$ cat src/wdma_defines.svh
// constants of the write-by-dma command handler
// assumes a 200 mhz pclk and an apb master in front
// What this block does
// - opcode 35h starts the extended 48-bit write-by-dma command
// - sector data is committed to media once it is all received
// - payload moves as 16-bit words, one word per transfer
// - transfers happen only while the dma request is raised
// - exactly one interrupt per command, after transfer ends and status settles
// - an uncorrectable error stops the write at the failing sector
// - extended count: current byte low bits, previous byte high bits
// - extended count of zero means 65536 sectors
// - extended address: current bytes low half, previous bytes high half
// - extended error returns failing address, byte select picks halves
// - 28-bit address mode takes bits 24..27 from the head field
// - 28-bit opcode retry bit is ignored
// - 28-bit end: count register holds sectors not transferred
// - 28-bit address mode end: last transferred address returned
// - 28-bit geometry mode end: last cylinder, head, sector returned
// - opcodes cah and cbh start the 28-bit write-by-dma command
// - 28-bit count of zero means 256 sectors
`ifndef WDMA_DEFINES_SVH
`define WDMA_DEFINES_SVH
// ********************
// register offsets
// ********************
`define WDMA_OFF_CMD    8'h00
`define WDMA_OFF_DEVCTL 8'h04
`define WDMA_OFF_COUNT  8'h08
`define WDMA_OFF_LOW    8'h0c
`define WDMA_OFF_MID    8'h10
`define WDMA_OFF_HIGH   8'h14
`define WDMA_OFF_DEV    8'h18
`define WDMA_OFF_STATUS 8'h1c
`define WDMA_OFF_ERROR  8'h20
// ********************
// opcodes and fields
// ********************
`define WDMA_OP_EXT     8'h35
`define WDMA_OP_28      8'hca
`define WDMA_OP_RETRY   8'h01
`define WDMA_HOB_BIT    7
`define WDMA_LBAM_BIT   6
`define WDMA_ERR_CRC    8'h80
`define WDMA_ERR_IDN    8'h10
`define WDMA_ERR_ABT    8'h04
`define WDMA_WORDS_LAST 8'hff
`define WDMA_MAX_EXT    17'h10000
`define WDMA_MAX_28     17'h00100
`define WDMA_MAX_LBA    48'h0000_2540_be3f
`define WDMA_GEO_SPT    8'h3f
`define WDMA_GEO_HEADS  4'hf
`endif

$ cat src/wdma_pkg.sv
// types of the write-by-dma command handler
// assumes the defines header is compiled alongside
`default_nettype none
package wdma_pkg;
	typedef enum logic [1:0] {st_idle, st_xfer, st_commit, st_done} wdma_state_e;
	typedef logic [47:0] wdma_lba_t;
endpackage
`default_nettype wire

$ cat src/wdma_cmd.sv
// write-by-dma command handler, task file over apb
// assumes dma and media pins are asynchronous to pclk
`include "wdma_defines.svh"
`default_nettype none
module wdma_cmd (
	// apb
	input  wire logic        pclk,
	input  wire logic        presetn,
	input  wire logic        psel,
	input  wire logic        penable,
	input  wire logic        pwrite,
	input  wire logic [7:0]  paddr,
	input  wire logic [31:0] pwdata,
	output logic      [31:0] prdata,
	output logic             pready,
	output logic             pslverr,
	// host dma side
	input  wire logic [15:0] host_data_pin,
	input  wire logic        host_strobe_pin,
	input  wire logic        host_crc_pin,
	output logic             dmarq,
	output logic             intrq,
	// media side
	output logic      [15:0] media_word,
	output logic             media_word_valid,
	output logic             media_commit,
	output logic      [47:0] media_lba,
	input  wire logic        media_ack_pin,
	input  wire logic        media_unc_pin
);
	// ********************
	// input synchronisers
	// ********************
	logic [19:0] sync1_ff;
	logic [19:0] sync2_ff;
	logic        strobe_d_ff;
	logic        ack_d_ff;
	always_ff @(posedge pclk or negedge presetn) begin
		if (!presetn) begin
			sync1_ff    <= 20'h00000;
			sync2_ff    <= 20'h00000;
			strobe_d_ff <= 1'b0;
			ack_d_ff    <= 1'b0;
		end else begin
			sync1_ff    <= {media_unc_pin, media_ack_pin, host_crc_pin, host_strobe_pin, host_data_pin};
			sync2_ff    <= sync1_ff;
			strobe_d_ff <= sync2_ff[16];
			ack_d_ff    <= sync2_ff[18];
		end
	end
	logic [15:0] s_data;
	logic        s_word;
	logic        s_crc;
	logic        s_ack;
	logic        s_unc;
	assign s_data = sync2_ff[15:0];
	assign s_word = sync2_ff[16] & ~strobe_d_ff;
	assign s_crc  = sync2_ff[17];
	assign s_ack  = sync2_ff[18] & ~ack_d_ff;
	assign s_unc  = sync2_ff[19];

	// ********************
	// apb decode
	// ********************
	logic setup;
	logic acc;
	logic wr;
	assign setup = psel & ~penable;
	assign acc   = psel & penable & pready;
	assign wr    = acc & pwrite;

	// ********************
	// state
	// ********************
	wdma_pkg::wdma_state_e state_ff, nxt_state;
	logic [7:0]  cur_ff [4];
	logic [7:0]  prev_ff [4];
	logic [7:0]  nxt_cur [4];
	logic [7:0]  nxt_prev [4];
	logic [7:0]  dev_ff, nxt_dev;
	logic        hob_ff, nxt_hob;
	logic        ext_ff, nxt_ext;
	logic        lbam_ff, nxt_lbam;
	logic [47:0] lba_ff, nxt_lba;
	logic [47:0] last_ff, nxt_last;
	logic [16:0] remain_ff, nxt_remain;
	logic [7:0]  wcnt_ff, nxt_wcnt;
	logic [7:0]  err_ff, nxt_err;
	logic        df_ff, nxt_df;
	logic        intrq_ff, nxt_intrq;
	logic        dmarq_ff, nxt_dmarq;
	logic [15:0] mword_ff, nxt_mword;
	logic        mvalid_ff, nxt_mvalid;
	logic        mcommit_ff, nxt_mcommit;
	logic [47:0] mlba_ff, nxt_mlba;
	logic [31:0] prdata_ff, nxt_prdata;
	logic        pready_ff, nxt_pready;
	logic        pslverr_ff, nxt_pslverr;

	logic [7:0]  status;
	logic        busy;
	assign busy   = state_ff != wdma_pkg::st_idle;
	assign status = {busy, 1'b1, df_ff, 1'b1, dmarq_ff, 2'b00, err_ff != 8'h00};

	// geometry advance: sector 1..spt, then head, then cylinder
	function automatic logic [47:0] geo_next(input logic [47:0] a);
		logic [47:0] r;
		r = a;
		if (a[7:0] != `WDMA_GEO_SPT) begin
			r[7:0] = a[7:0] + 8'h01;
		end else begin
			r[7:0] = 8'h01;
			if (a[27:24] != `WDMA_GEO_HEADS) begin
				r[27:24] = a[27:24] + 4'h1;
			end else begin
				r[27:24] = 4'h0;
				r[23:8]  = a[23:8] + 16'h0001;
			end
		end
		return r;
	endfunction

	logic [16:0] cnt28;
	logic [16:0] cnt48;
	logic [47:0] a28;
	logic [47:0] a48;
	logic [47:0] rep;
	logic [47:0] endl;
	assign cnt28 = (cur_ff[0] == 8'h00) ? `WDMA_MAX_28 : {9'h000, cur_ff[0]};
	assign cnt48 = ({prev_ff[0], cur_ff[0]} == 16'h0000) ? `WDMA_MAX_EXT : {1'b0, prev_ff[0], cur_ff[0]};
	assign a28   = {20'h00000, dev_ff[3:0], cur_ff[3], cur_ff[2], cur_ff[1]};
	assign a48   = {prev_ff[3], prev_ff[2], prev_ff[1], cur_ff[3], cur_ff[2], cur_ff[1]};
	assign rep   = (err_ff != 8'h00 && ext_ff) ? lba_ff : last_ff;
	assign endl  = a48 + {31'h00000000, cnt48} - 48'h1;

	always_comb begin
		nxt_state   = state_ff;
		nxt_cur     = cur_ff;
		nxt_prev    = prev_ff;
		nxt_dev     = dev_ff;
		nxt_hob     = hob_ff;
		nxt_ext     = ext_ff;
		nxt_lbam    = lbam_ff;
		nxt_lba     = lba_ff;
		nxt_last    = last_ff;
		nxt_remain  = remain_ff;
		nxt_wcnt    = wcnt_ff;
		nxt_err     = err_ff;
		nxt_df      = df_ff;
		nxt_intrq   = intrq_ff;
		nxt_dmarq   = dmarq_ff;
		nxt_mword   = mword_ff;
		nxt_mvalid  = 1'b0;
		nxt_mcommit = 1'b0;
		nxt_mlba    = mlba_ff;
		// status read acknowledges the interrupt
		if (acc && !pwrite && paddr == `WDMA_OFF_STATUS) begin
			nxt_intrq = 1'b0;
		end
		// task file writes are ignored while busy
		if (wr && !busy) begin
			case (paddr)
				`WDMA_OFF_COUNT: begin
					nxt_prev[0] = cur_ff[0];
					nxt_cur[0]  = pwdata[7:0];
					nxt_hob     = 1'b0;
				end
				`WDMA_OFF_LOW: begin
					nxt_prev[1] = cur_ff[1];
					nxt_cur[1]  = pwdata[7:0];
					nxt_hob     = 1'b0;
				end
				`WDMA_OFF_MID: begin
					nxt_prev[2] = cur_ff[2];
					nxt_cur[2]  = pwdata[7:0];
					nxt_hob     = 1'b0;
				end
				`WDMA_OFF_HIGH: begin
					nxt_prev[3] = cur_ff[3];
					nxt_cur[3]  = pwdata[7:0];
					nxt_hob     = 1'b0;
				end
				`WDMA_OFF_DEV: begin
					nxt_dev = pwdata[7:0];
				end
				`WDMA_OFF_DEVCTL: begin
					nxt_hob = pwdata[`WDMA_HOB_BIT];
				end
				`WDMA_OFF_CMD: begin
					nxt_err   = 8'h00;
					nxt_df    = 1'b0;
					nxt_state = wdma_pkg::st_done;
					nxt_wcnt  = 8'h00;
					nxt_lbam  = dev_ff[`WDMA_LBAM_BIT];
					if (pwdata[7:0] == `WDMA_OP_EXT) begin
						nxt_ext    = 1'b1;
						nxt_lba    = a48;
						nxt_last   = a48 - 48'h1;
						nxt_remain = cnt48;
						nxt_lbam   = 1'b1;
						if (endl > `WDMA_MAX_LBA) begin
							nxt_err = `WDMA_ERR_IDN | `WDMA_ERR_ABT;
						end else begin
							nxt_state = wdma_pkg::st_xfer;
						end
					end else if ((pwdata[7:0] & ~`WDMA_OP_RETRY) == `WDMA_OP_28) begin
						nxt_ext    = 1'b0;
						nxt_lba    = a28;
						nxt_last   = a28;
						nxt_remain = cnt28;
						nxt_state  = wdma_pkg::st_xfer;
					end else begin
						nxt_err = `WDMA_ERR_ABT;
					end
				end
				default: begin
				end
			endcase
		end
		case (state_ff)
			wdma_pkg::st_idle: begin
				nxt_dmarq = 1'b0;
			end
			wdma_pkg::st_xfer: begin
				// host dma was set up before the opcode
				nxt_dmarq = 1'b1;
				if (s_crc) begin
					nxt_err   = `WDMA_ERR_CRC | `WDMA_ERR_ABT;
					nxt_dmarq = 1'b0;
					nxt_state = wdma_pkg::st_done;
				end else if (s_word && dmarq_ff) begin
					nxt_mword  = s_data;
					nxt_mvalid = 1'b1;
					nxt_wcnt   = wcnt_ff + 8'h01;
					if (wcnt_ff == `WDMA_WORDS_LAST) begin
						nxt_dmarq   = 1'b0;
						nxt_mcommit = 1'b1;
						nxt_mlba    = lba_ff;
						nxt_state   = wdma_pkg::st_commit;
					end
				end
			end
			wdma_pkg::st_commit: begin
				nxt_dmarq = 1'b0;
				if (s_ack) begin
					if (s_unc) begin
						// stop here, rest is left undone
						nxt_err   = `WDMA_ERR_ABT;
						nxt_df    = 1'b1;
						nxt_state = wdma_pkg::st_done;
					end else begin
						nxt_last   = lba_ff;
						nxt_lba    = (lbam_ff) ? lba_ff + 48'h1 : geo_next(lba_ff);
						nxt_remain = remain_ff - 17'h00001;
						nxt_state  = (remain_ff == 17'h00001) ? wdma_pkg::st_done : wdma_pkg::st_xfer;
					end
				end
			end
			wdma_pkg::st_done: begin
				nxt_dmarq = 1'b0;
				nxt_cur[0] = remain_ff[7:0];
				nxt_cur[1] = rep[7:0];
				nxt_cur[2] = rep[15:8];
				nxt_cur[3] = rep[23:16];
				if (ext_ff) begin
					nxt_prev[0] = remain_ff[15:8];
					nxt_prev[1] = rep[31:24];
					nxt_prev[2] = rep[39:32];
					nxt_prev[3] = rep[47:40];
				end else begin
					nxt_dev = {dev_ff[7:4], rep[27:24]};
				end
				nxt_intrq = 1'b1;
				nxt_state = wdma_pkg::st_idle;
			end
			default: begin
				nxt_state = wdma_pkg::st_idle;
			end
		endcase
	end

	// ********************
	// apb answer
	// ********************
	always_comb begin
		nxt_pready  = setup;
		nxt_pslverr = 1'b0;
		nxt_prdata  = 32'h00000000;
		if (setup && !pwrite) begin
			case (paddr)
				`WDMA_OFF_COUNT: nxt_prdata[7:0]  = hob_ff ? prev_ff[0] : cur_ff[0];
				`WDMA_OFF_LOW:   nxt_prdata[7:0]  = hob_ff ? prev_ff[1] : cur_ff[1];
				`WDMA_OFF_MID:   nxt_prdata[7:0]  = hob_ff ? prev_ff[2] : cur_ff[2];
				`WDMA_OFF_HIGH:  nxt_prdata[7:0]  = hob_ff ? prev_ff[3] : cur_ff[3];
				`WDMA_OFF_DEV:   nxt_prdata[7:0]  = dev_ff;
				`WDMA_OFF_DEVCTL: nxt_prdata[7:0] = {hob_ff, 7'h00};
				`WDMA_OFF_STATUS: nxt_prdata[7:0] = status;
				`WDMA_OFF_ERROR: nxt_prdata[7:0]  = err_ff;
				`WDMA_OFF_CMD:   nxt_prdata[7:0]  = 8'h00;
				default:         nxt_pslverr      = 1'b1;
			endcase
		end else if (setup) begin
			nxt_pslverr = paddr > `WDMA_OFF_DEV || paddr[1:0] != 2'b00;
		end
	end

	always_ff @(posedge pclk or negedge presetn) begin
		if (!presetn) begin
			state_ff   <= wdma_pkg::st_idle;
			for (int i = 0; i < 4; i++) begin
				cur_ff[i]  <= 8'h00;
				prev_ff[i] <= 8'h00;
			end
			dev_ff     <= 8'h00;
			hob_ff     <= 1'b0;
			ext_ff     <= 1'b0;
			lbam_ff    <= 1'b0;
			lba_ff     <= 48'h0;
			last_ff    <= 48'h0;
			remain_ff  <= 17'h00000;
			wcnt_ff    <= 8'h00;
			err_ff     <= 8'h00;
			df_ff      <= 1'b0;
			intrq_ff   <= 1'b0;
			dmarq_ff   <= 1'b0;
			mword_ff   <= 16'h0000;
			mvalid_ff  <= 1'b0;
			mcommit_ff <= 1'b0;
			mlba_ff    <= 48'h0;
			prdata_ff  <= 32'h00000000;
			pready_ff  <= 1'b0;
			pslverr_ff <= 1'b0;
		end else begin
			state_ff   <= nxt_state;
			cur_ff     <= nxt_cur;
			prev_ff    <= nxt_prev;
			dev_ff     <= nxt_dev;
			hob_ff     <= nxt_hob;
			ext_ff     <= nxt_ext;
			lbam_ff    <= nxt_lbam;
			lba_ff     <= nxt_lba;
			last_ff    <= nxt_last;
			remain_ff  <= nxt_remain;
			wcnt_ff    <= nxt_wcnt;
			err_ff     <= nxt_err;
			df_ff      <= nxt_df;
			intrq_ff   <= nxt_intrq;
			dmarq_ff   <= nxt_dmarq;
			mword_ff   <= nxt_mword;
			mvalid_ff  <= nxt_mvalid;
			mcommit_ff <= nxt_mcommit;
			mlba_ff    <= nxt_mlba;
			prdata_ff  <= nxt_prdata;
			pready_ff  <= nxt_pready;
			pslverr_ff <= nxt_pslverr;
		end
	end

	assign prdata           = prdata_ff;
	assign pready           = pready_ff;
	assign pslverr          = pslverr_ff;
	assign dmarq            = dmarq_ff;
	assign intrq            = intrq_ff;
	assign media_word       = mword_ff;
	assign media_word_valid = mvalid_ff;
	assign media_commit     = mcommit_ff;
	assign media_lba        = mlba_ff;
endmodule // wdma_cmd
`default_nettype wire

$ cat config.mk
export PLATFORM = sky130hd
export DESIGN_NAME = wdma_cmd
export DESIGN_NICKNAME = d
export VERILOG_FILES = /design/src/wdma_pkg.sv /design/src/wdma_cmd.sv
export VERILOG_INCLUDE_DIRS = /design/src /design/src/src
export SDC_FILE = /design/constraint.sdc
export NUM_CORES = 1
export LEC_CHECK = 0
export BUFFER_PORTS_ARGS = -buffer_cell sky130_fd_sc_hd__buf_2
export CORE_AREA = 3 3 203 205
export DETAILED_ROUTE_END_ITERATION = 10
export DIE_AREA = 0 0 206 208
export PLACE_DENSITY_LB_ADDON = 0.1
export SYNTH_ARGS = -nofsm -noshare
export SYNTH_HDL_FRONTEND = slang
export SYNTH_SLANG_ARGS = --single-unit
$ cat constraint.sdc
create_clock -name pclk -period 5.4 [get_ports pclk]
set_clock_uncertainty 0.1 [all_clocks]
set_input_delay 0.54 -clock pclk [delete_from_list [all_inputs] [get_ports pclk]]
set_output_delay 0.54 -clock pclk [all_outputs]
set_load 0.02 [all_outputs]
-- Word-level counts from Yosys, hierarchy flattened
Index checks and enable logic that the tools add are counted.
- flip-flop bits (word level): 327
- bits of input ports: 65
- output and inout bits: 102
- word-level logic and storage cells: 218
- $add $sub $neg: 9
- $lt $le $gt $ge: 2
- eq/ne operators: 21
- mux-type cells: 103
- bitwise gates (word level): 10
- reduce and logical (&&, ||, !) cells: 37
- operators by type and width (kind ; count):
    48-bit 2-to-1 mux ; 16
    8-bit 2-to-1 mux ; 29
    32-bit 2-to-1 mux ; 5
    17-bit 2-to-1 mux ; 8
    48-bit by 1-bit subtractor with 48-bit output (second input constant) ; 2
    8-bit case mux with 8 select lines ; 1
    48-bit by 1-bit adder with 48-bit output (second input constant) ; 1
    48-bit by 17-bit adder with 48-bit output ; 1
    48-bit by 30-bit > comparator with 1-bit output (second input constant) ; 1
    8-bit by 5-bit == test with 1-bit output (second input constant) ; 4
    1-bit 2-to-1 mux ; 23
    2-bit 2-to-1 mux ; 11
    20-bit 2-to-1 mux ; 1
    2-bit nonzero test ; 10
    17-bit by 1-bit == test with 1-bit output (second input constant) ; 1
    17-bit by 1-bit subtractor with 17-bit output (second input constant) ; 1
    16-bit by 1-bit adder with 16-bit output (second input constant) ; 1
    8-bit by 1-bit adder with 8-bit output (second input constant) ; 2
    8-bit by 4-bit == test with 1-bit output (second input constant) ; 2
    8-bit by 6-bit == test with 1-bit output (second input constant) ; 2
    16-bit logical NOT ; 1
    8-bit logical NOT ; 2
    16-bit 2-to-1 mux ; 1
    8-bit case mux with 2 select lines ; 1
    other kinds (30) ; 55

-- Longest topological paths before layout
- depth after elaboration: 13
- depth in mapped cells: 17
- depth with buffers taken out: 16

-- Least setup slack after synthesis
Ideal clock, no wire load.
- path kind: reg-to-reg
- from: register cur_ff[24] (netlist name)
- to: register state_ff[1]
- library setup time: 134 ps
- arrival: 4317 ps
- required time: 5166 ps
- setup slack: 849 ps
- stages on the path, launching flop included: 18
- buffers on the path: 1
- cells stage by stage: dfrtp_1 nor4_1 nand4_1 ha_1 inv_1 ha_1 clkbuf_1 a21o_1 a211oi_2 inv_2 a2111oi_1 nor2_1 xnor2_1 or4b_2 nor4_1 a22oi_1 nor4_2 o32ai_1
- cells in the longest elaborated chain, start to end: 13
- elaborated cells on any way between the ends: 14
- RTL lines (item ; RTL line ; text):
    start: declaration ; wdma_cmd.sv:76 ; logic [7:0] cur_ff [4];
    start signal: assignment ; wdma_cmd.sv:335 ; cur_ff <= nxt_cur;
    16-bit logical NOT ; wdma_cmd.sv:130 ; assign cnt48 = ({prev_ff[0], cur_ff[0]} == 16'h0000) ? `WDMA_MAX_EXT : {1'b0, prev_ff[0], cur_ff[0]};
    17-bit 2-to-1 mux (*) ; wdma_cmd.sv:130 ;
    48-bit by 17-bit adder with 48-bit output (*) ; wdma_cmd.sv:134 ; assign endl = a48 + {31'h00000000, cnt48} - 48'h1;
    48-bit by 1-bit subtractor with 48-bit output (*) ; wdma_cmd.sv:134 ;
    48-bit by 30-bit > comparator with 1-bit output (no source line) (*) ; - ;
    2-bit 2-to-1 mux (*) ; wdma_cmd.sv:201 ; if (endl > `WDMA_MAX_LBA) begin
    2-bit 2-to-1 mux (*) ; wdma_cmd.sv:195 ; if (pwdata[7:0] == `WDMA_OP_EXT) begin
    2-bit 2-to-1 mux (*) ; wdma_cmd.sv:162 ; case (paddr)
    2-bit 2-to-1 mux (*) ; wdma_cmd.sv:161 ; if (wr && !busy) begin
    2-bit 2-to-1 mux ; wdma_cmd.sv:235 ; if (wcnt_ff == `WDMA_WORDS_LAST) begin
    2-bit 2-to-1 mux ; wdma_cmd.sv:231 ; end else if (s_word && dmarq_ff) begin
    2-bit 2-to-1 mux ; wdma_cmd.sv:227 ; if (s_crc) begin
    2-bit case mux with 3 select lines (*) ; wdma_cmd.sv:220 ; case (state_ff)
    named net nxt_state[1] ; wdma_cmd.sv:75 ; wdma_pkg::wdma_state_e state_ff, nxt_state;
    end signal: assignment ; wdma_cmd.sv:309 ; state_ff <= wdma_pkg::st_idle;
    end signal: assignment ; wdma_cmd.sv:334 ; state_ff <= nxt_state;
    end: declaration ; wdma_cmd.sv:75 ;
The timed path passes the listed nets; every way through them passes the cells marked *.
A chain may end at the register's enable or synchronous reset.

-- Final worst setup path
- from: register cur_ff[25] (netlist name)
- to: register state_ff[1]
Same word-level chain as after synthesis.

==> results by group <==
Status
  – Status: complete, no violations

Setup path
  – Crit Path Class: flip-flop to flip-flop
  – CP max FO: 7
  – Arrival time worst endpoint: 5.45 ns
  – Startpoint Class: flip-flop
  – Worst endpoint required time: approximately 5.7 ns
  – Worst setup EP type: flip-flop
  – Worst-case reg-to-reg path depth: 19

Cells and area
  – P&R area growth vs syn: 11.1%
  – Share of cells above drive strength 1: 0.109
  – Nets: ~2800
  – Commonest non-fill, non-tap cells in the layout: nand2_1, dfrtp_1, nor2_1, a21oi_1, o21ai_0
  – # diodes: 0
  – Most common cell after layout, fill and taps aside: nand2_1

Floorplanning
  – Die X: around 210 um
  – Die area: 42800 um^2
  – CORE AREA: approximately 40000 um^2
  – Top-Level Pins: approximately 170
  – Initial Util: 0.535
  – Die Y: 208 um
  – FP Rows: 73

Clocking
  – CTS tree: done
  – Sink Count: ~330
  – TritonCTS Buffers: 38
  – Clock latency on the worst-skew pair: ~0.57 ns
  – CTS max path bufs: 3
  – Root Buffer: clkbuf_16
  – Number of setup buffers added after CTS: 0
  – CTS clock-pin slew for the worst setup and hold paths: roughly 0.06 ns
  – H-tree Lvls: 2

Route
  – Detailed Route WL: around 73 mm
  – ANT nets after route: 0
  – Starting DRT DRC Count: 2386
  – DR vias/cell: about 6.3
  – Avg WL per Cell: 23.0 um
  – Via count: 20000
  – Residual DRC count: 0
  – 1st-pass router iterations: 8

Global routing
  – Vias in the first global route: 18800
  – Largest net degree at the start of global routing: approximately 120
  – Overall Global Routing Usage: 0.335
  – Initial antenna violation count: 1
  – Gr ovfl total: 0
  – First-pass GRT wire length: 112 mm

Synthesis
  – Register area share after synthesis: 0.386
  – Yosys cell types: between 90 and 100
  – Main synth FF type: dfrtp_1
  – Synth area leader: dfrtp_1
  – Synthesis-stage register bit count: 327
  – FFs w/ async S/R, synth: 1.00
  – Post-Synthesis Cells: around 2600
  – Post-synth design cell area: approximately 21000 um^2
  – Ys Warns: 0
  – Main area contributors after synthesis: dfrtp_1, nand2_1, ha_1
  – Mean Syn Cell Area: 8.30 um^2
  – Post-synth EDFFs: 0
  – Share of the synthesized area in the top cell type: 0.386

Timing
  – Setup_tns: 0 ns
  – Worst slew pin tran: ~1.2 ns
  – Final Cycle Share: 0.946
  – Hold Vio Cnt, Final: 0
  – Hold slack: about 0.16 ns
  – Max Slew Vio Count: 0
  – Fmax: between 150 and 200 MHz
  – Slew headroom: 0.187
  – Final setup fails: 0
  – Min Tclk post-route: 5.11 ns
  – RSZ-0062 raised after global routing: false

Power and ir drop
  – P_leak: 10.7 nW
  – Cell Pwr Density: approximately 240 nW/um^2
  – Maximum vdd drop: 0.250 mV

Placement
  – Port Buffers: between 100 and 150
  – GPL Wtd Cong: roughly 1.0
  – Hpwl dp: 52.7 mm

Min path
  – Tightest Hold Check Type: primary input to flip-flop
  – Hold depth: 3

Run
  – Maximum Capacitance Violations: 0
[through the flow]
step / util / power, mW / cells / area (um^2) / setup WS (ns)
2_1_floorplan: - / 2.82 / 2579 / 21300 / 0.849
4_1_cts: 0.594 / 5.61 / 3172 / 23600 / 0.124
3_3_place_gp: 0.557 / 2.96 / 3087 / 22100 / 0.260
5_1_grt: 0.595 / 5.76 / 3172 / 23600 / 0.0699
6_report: 0.595 / 5.58 / 3172 / 23600 / 0.290
3_5_place_dp: 0.557 / 2.97 / 3087 / 22100 / 0.159
[path summary, 6_finish.rpt]
path | start | end | slack [ns]
max in group asynchronous | presetn | prdata[0] | 3.27
worst min-delay path | pwrite | intrq | 0.16
min in group asynchronous | presetn | a48[38] | 0.50
worst max-delay path | cur_ff[25] | state_ff[1] | 0.29
worst min register to register | sync1_ff[12] | sync2_ff[12] | 0.25
worst max register to register | cur_ff[25] | state_ff[1] | 0.29
[cells in the mapped netlist (12+ instances only)]
library cell	instances
clkbuf_1	129
xor2_1	14
and3_1	47
a21o_1	12
a211oi_1	57
xnor2_1	50
mux2i_1	72
nor3_1	53
a31oi_1	45
ha_1	105
nor2_1	198
dfrtp_1	327
nand2_1	407
inv_1	138
nand4_1	27
and2_1	24
nor2b_1	19
buf_2	12
a221oi_1	19
o21ai_0	170
nor4_1	38
nand3b_1	12
o31ai_1	23
a22oi_1	18
o22ai_1	49
a21oi_1	177
nand3_1	58
buf_4	26
[metal layers]
metal  track usage  share of wire
met1         0.510           0.44
met2         0.474           0.41
met3        0.0624           0.10
met4         0.123          0.042
met5             0        0.00018
[flip-flops by register name, indices dropped and copies added (netlist names), 2 cells and up]
register,count
media_word,16
last_ff,48
prdata,8
sync2_ff,20
media_lba,48
err_ff,8
sync1_ff,20
cur_ff,8
wcnt_ff,8
state_ff,2
a48,24
dev_ff,8
a28,24
prev_ff,8
lba_ff,48
remain_ff,17
[cell type report]
class | instances | area [um^2]
fillers | 3669 | 16100
multi-input cells | 1919 | 11700
flip-flops and latches | 327 | 8180
repair buffers | 194 | 1240
clock buffers | 51 | 1060
well taps | 525 | 657
inverters | 143 | 537
clock inverters | 13 | 194
[worst max-delay path: stages (launching register included)]
cell     delay (ns)
dfrtp_1        0.44
nor4_2         0.37
nand4_1        0.26
ha_1           0.35
inv_1          0.05
ha_1           0.31
buf_4          0.17
and4_1         0.20
and2_1         0.19
a221o_1        0.34
a21oi_1        0.13
buf_4          0.16
xnor2_1        0.12
nand4_1        0.11
or4_1          0.57
nor4_1         0.28
a22oi_1        0.20
nor4_2         0.32
buf_4          0.19
o32ai_1        0.10
[what timing repair did]
| item | CTS | global route |
|---|---|---|
| endpoints found under the hold margin | 109 | 0 |
| hold buffers | 21 | 0 |
| setup endpoints to repair | 0 | 3 |
| gates resized for setup | 0 | 4 |
[cell families (layout without fill, tap and decap cells)]
group	after synthesis	in the layout	share of synthesized area
AOI/OAI and AO/OA	689	689	0.207
muxes	79	79	0.0377
and+or+nand+nor	957	957	0.211
other	1	24	0.000177
adders and majority gates	106	106	0.0628
DFF	327	327	0.386
xor gates and xnor gates	64	64	0.0264
buffers and inverters	333	401	0.0698
[power by group]
group          internal [mW]  switching (mW)
Combinational          0.136           0.278
Clock                   1.53            1.10
Sequential              2.49          0.0410
Power figures use the tool's default switching activity.
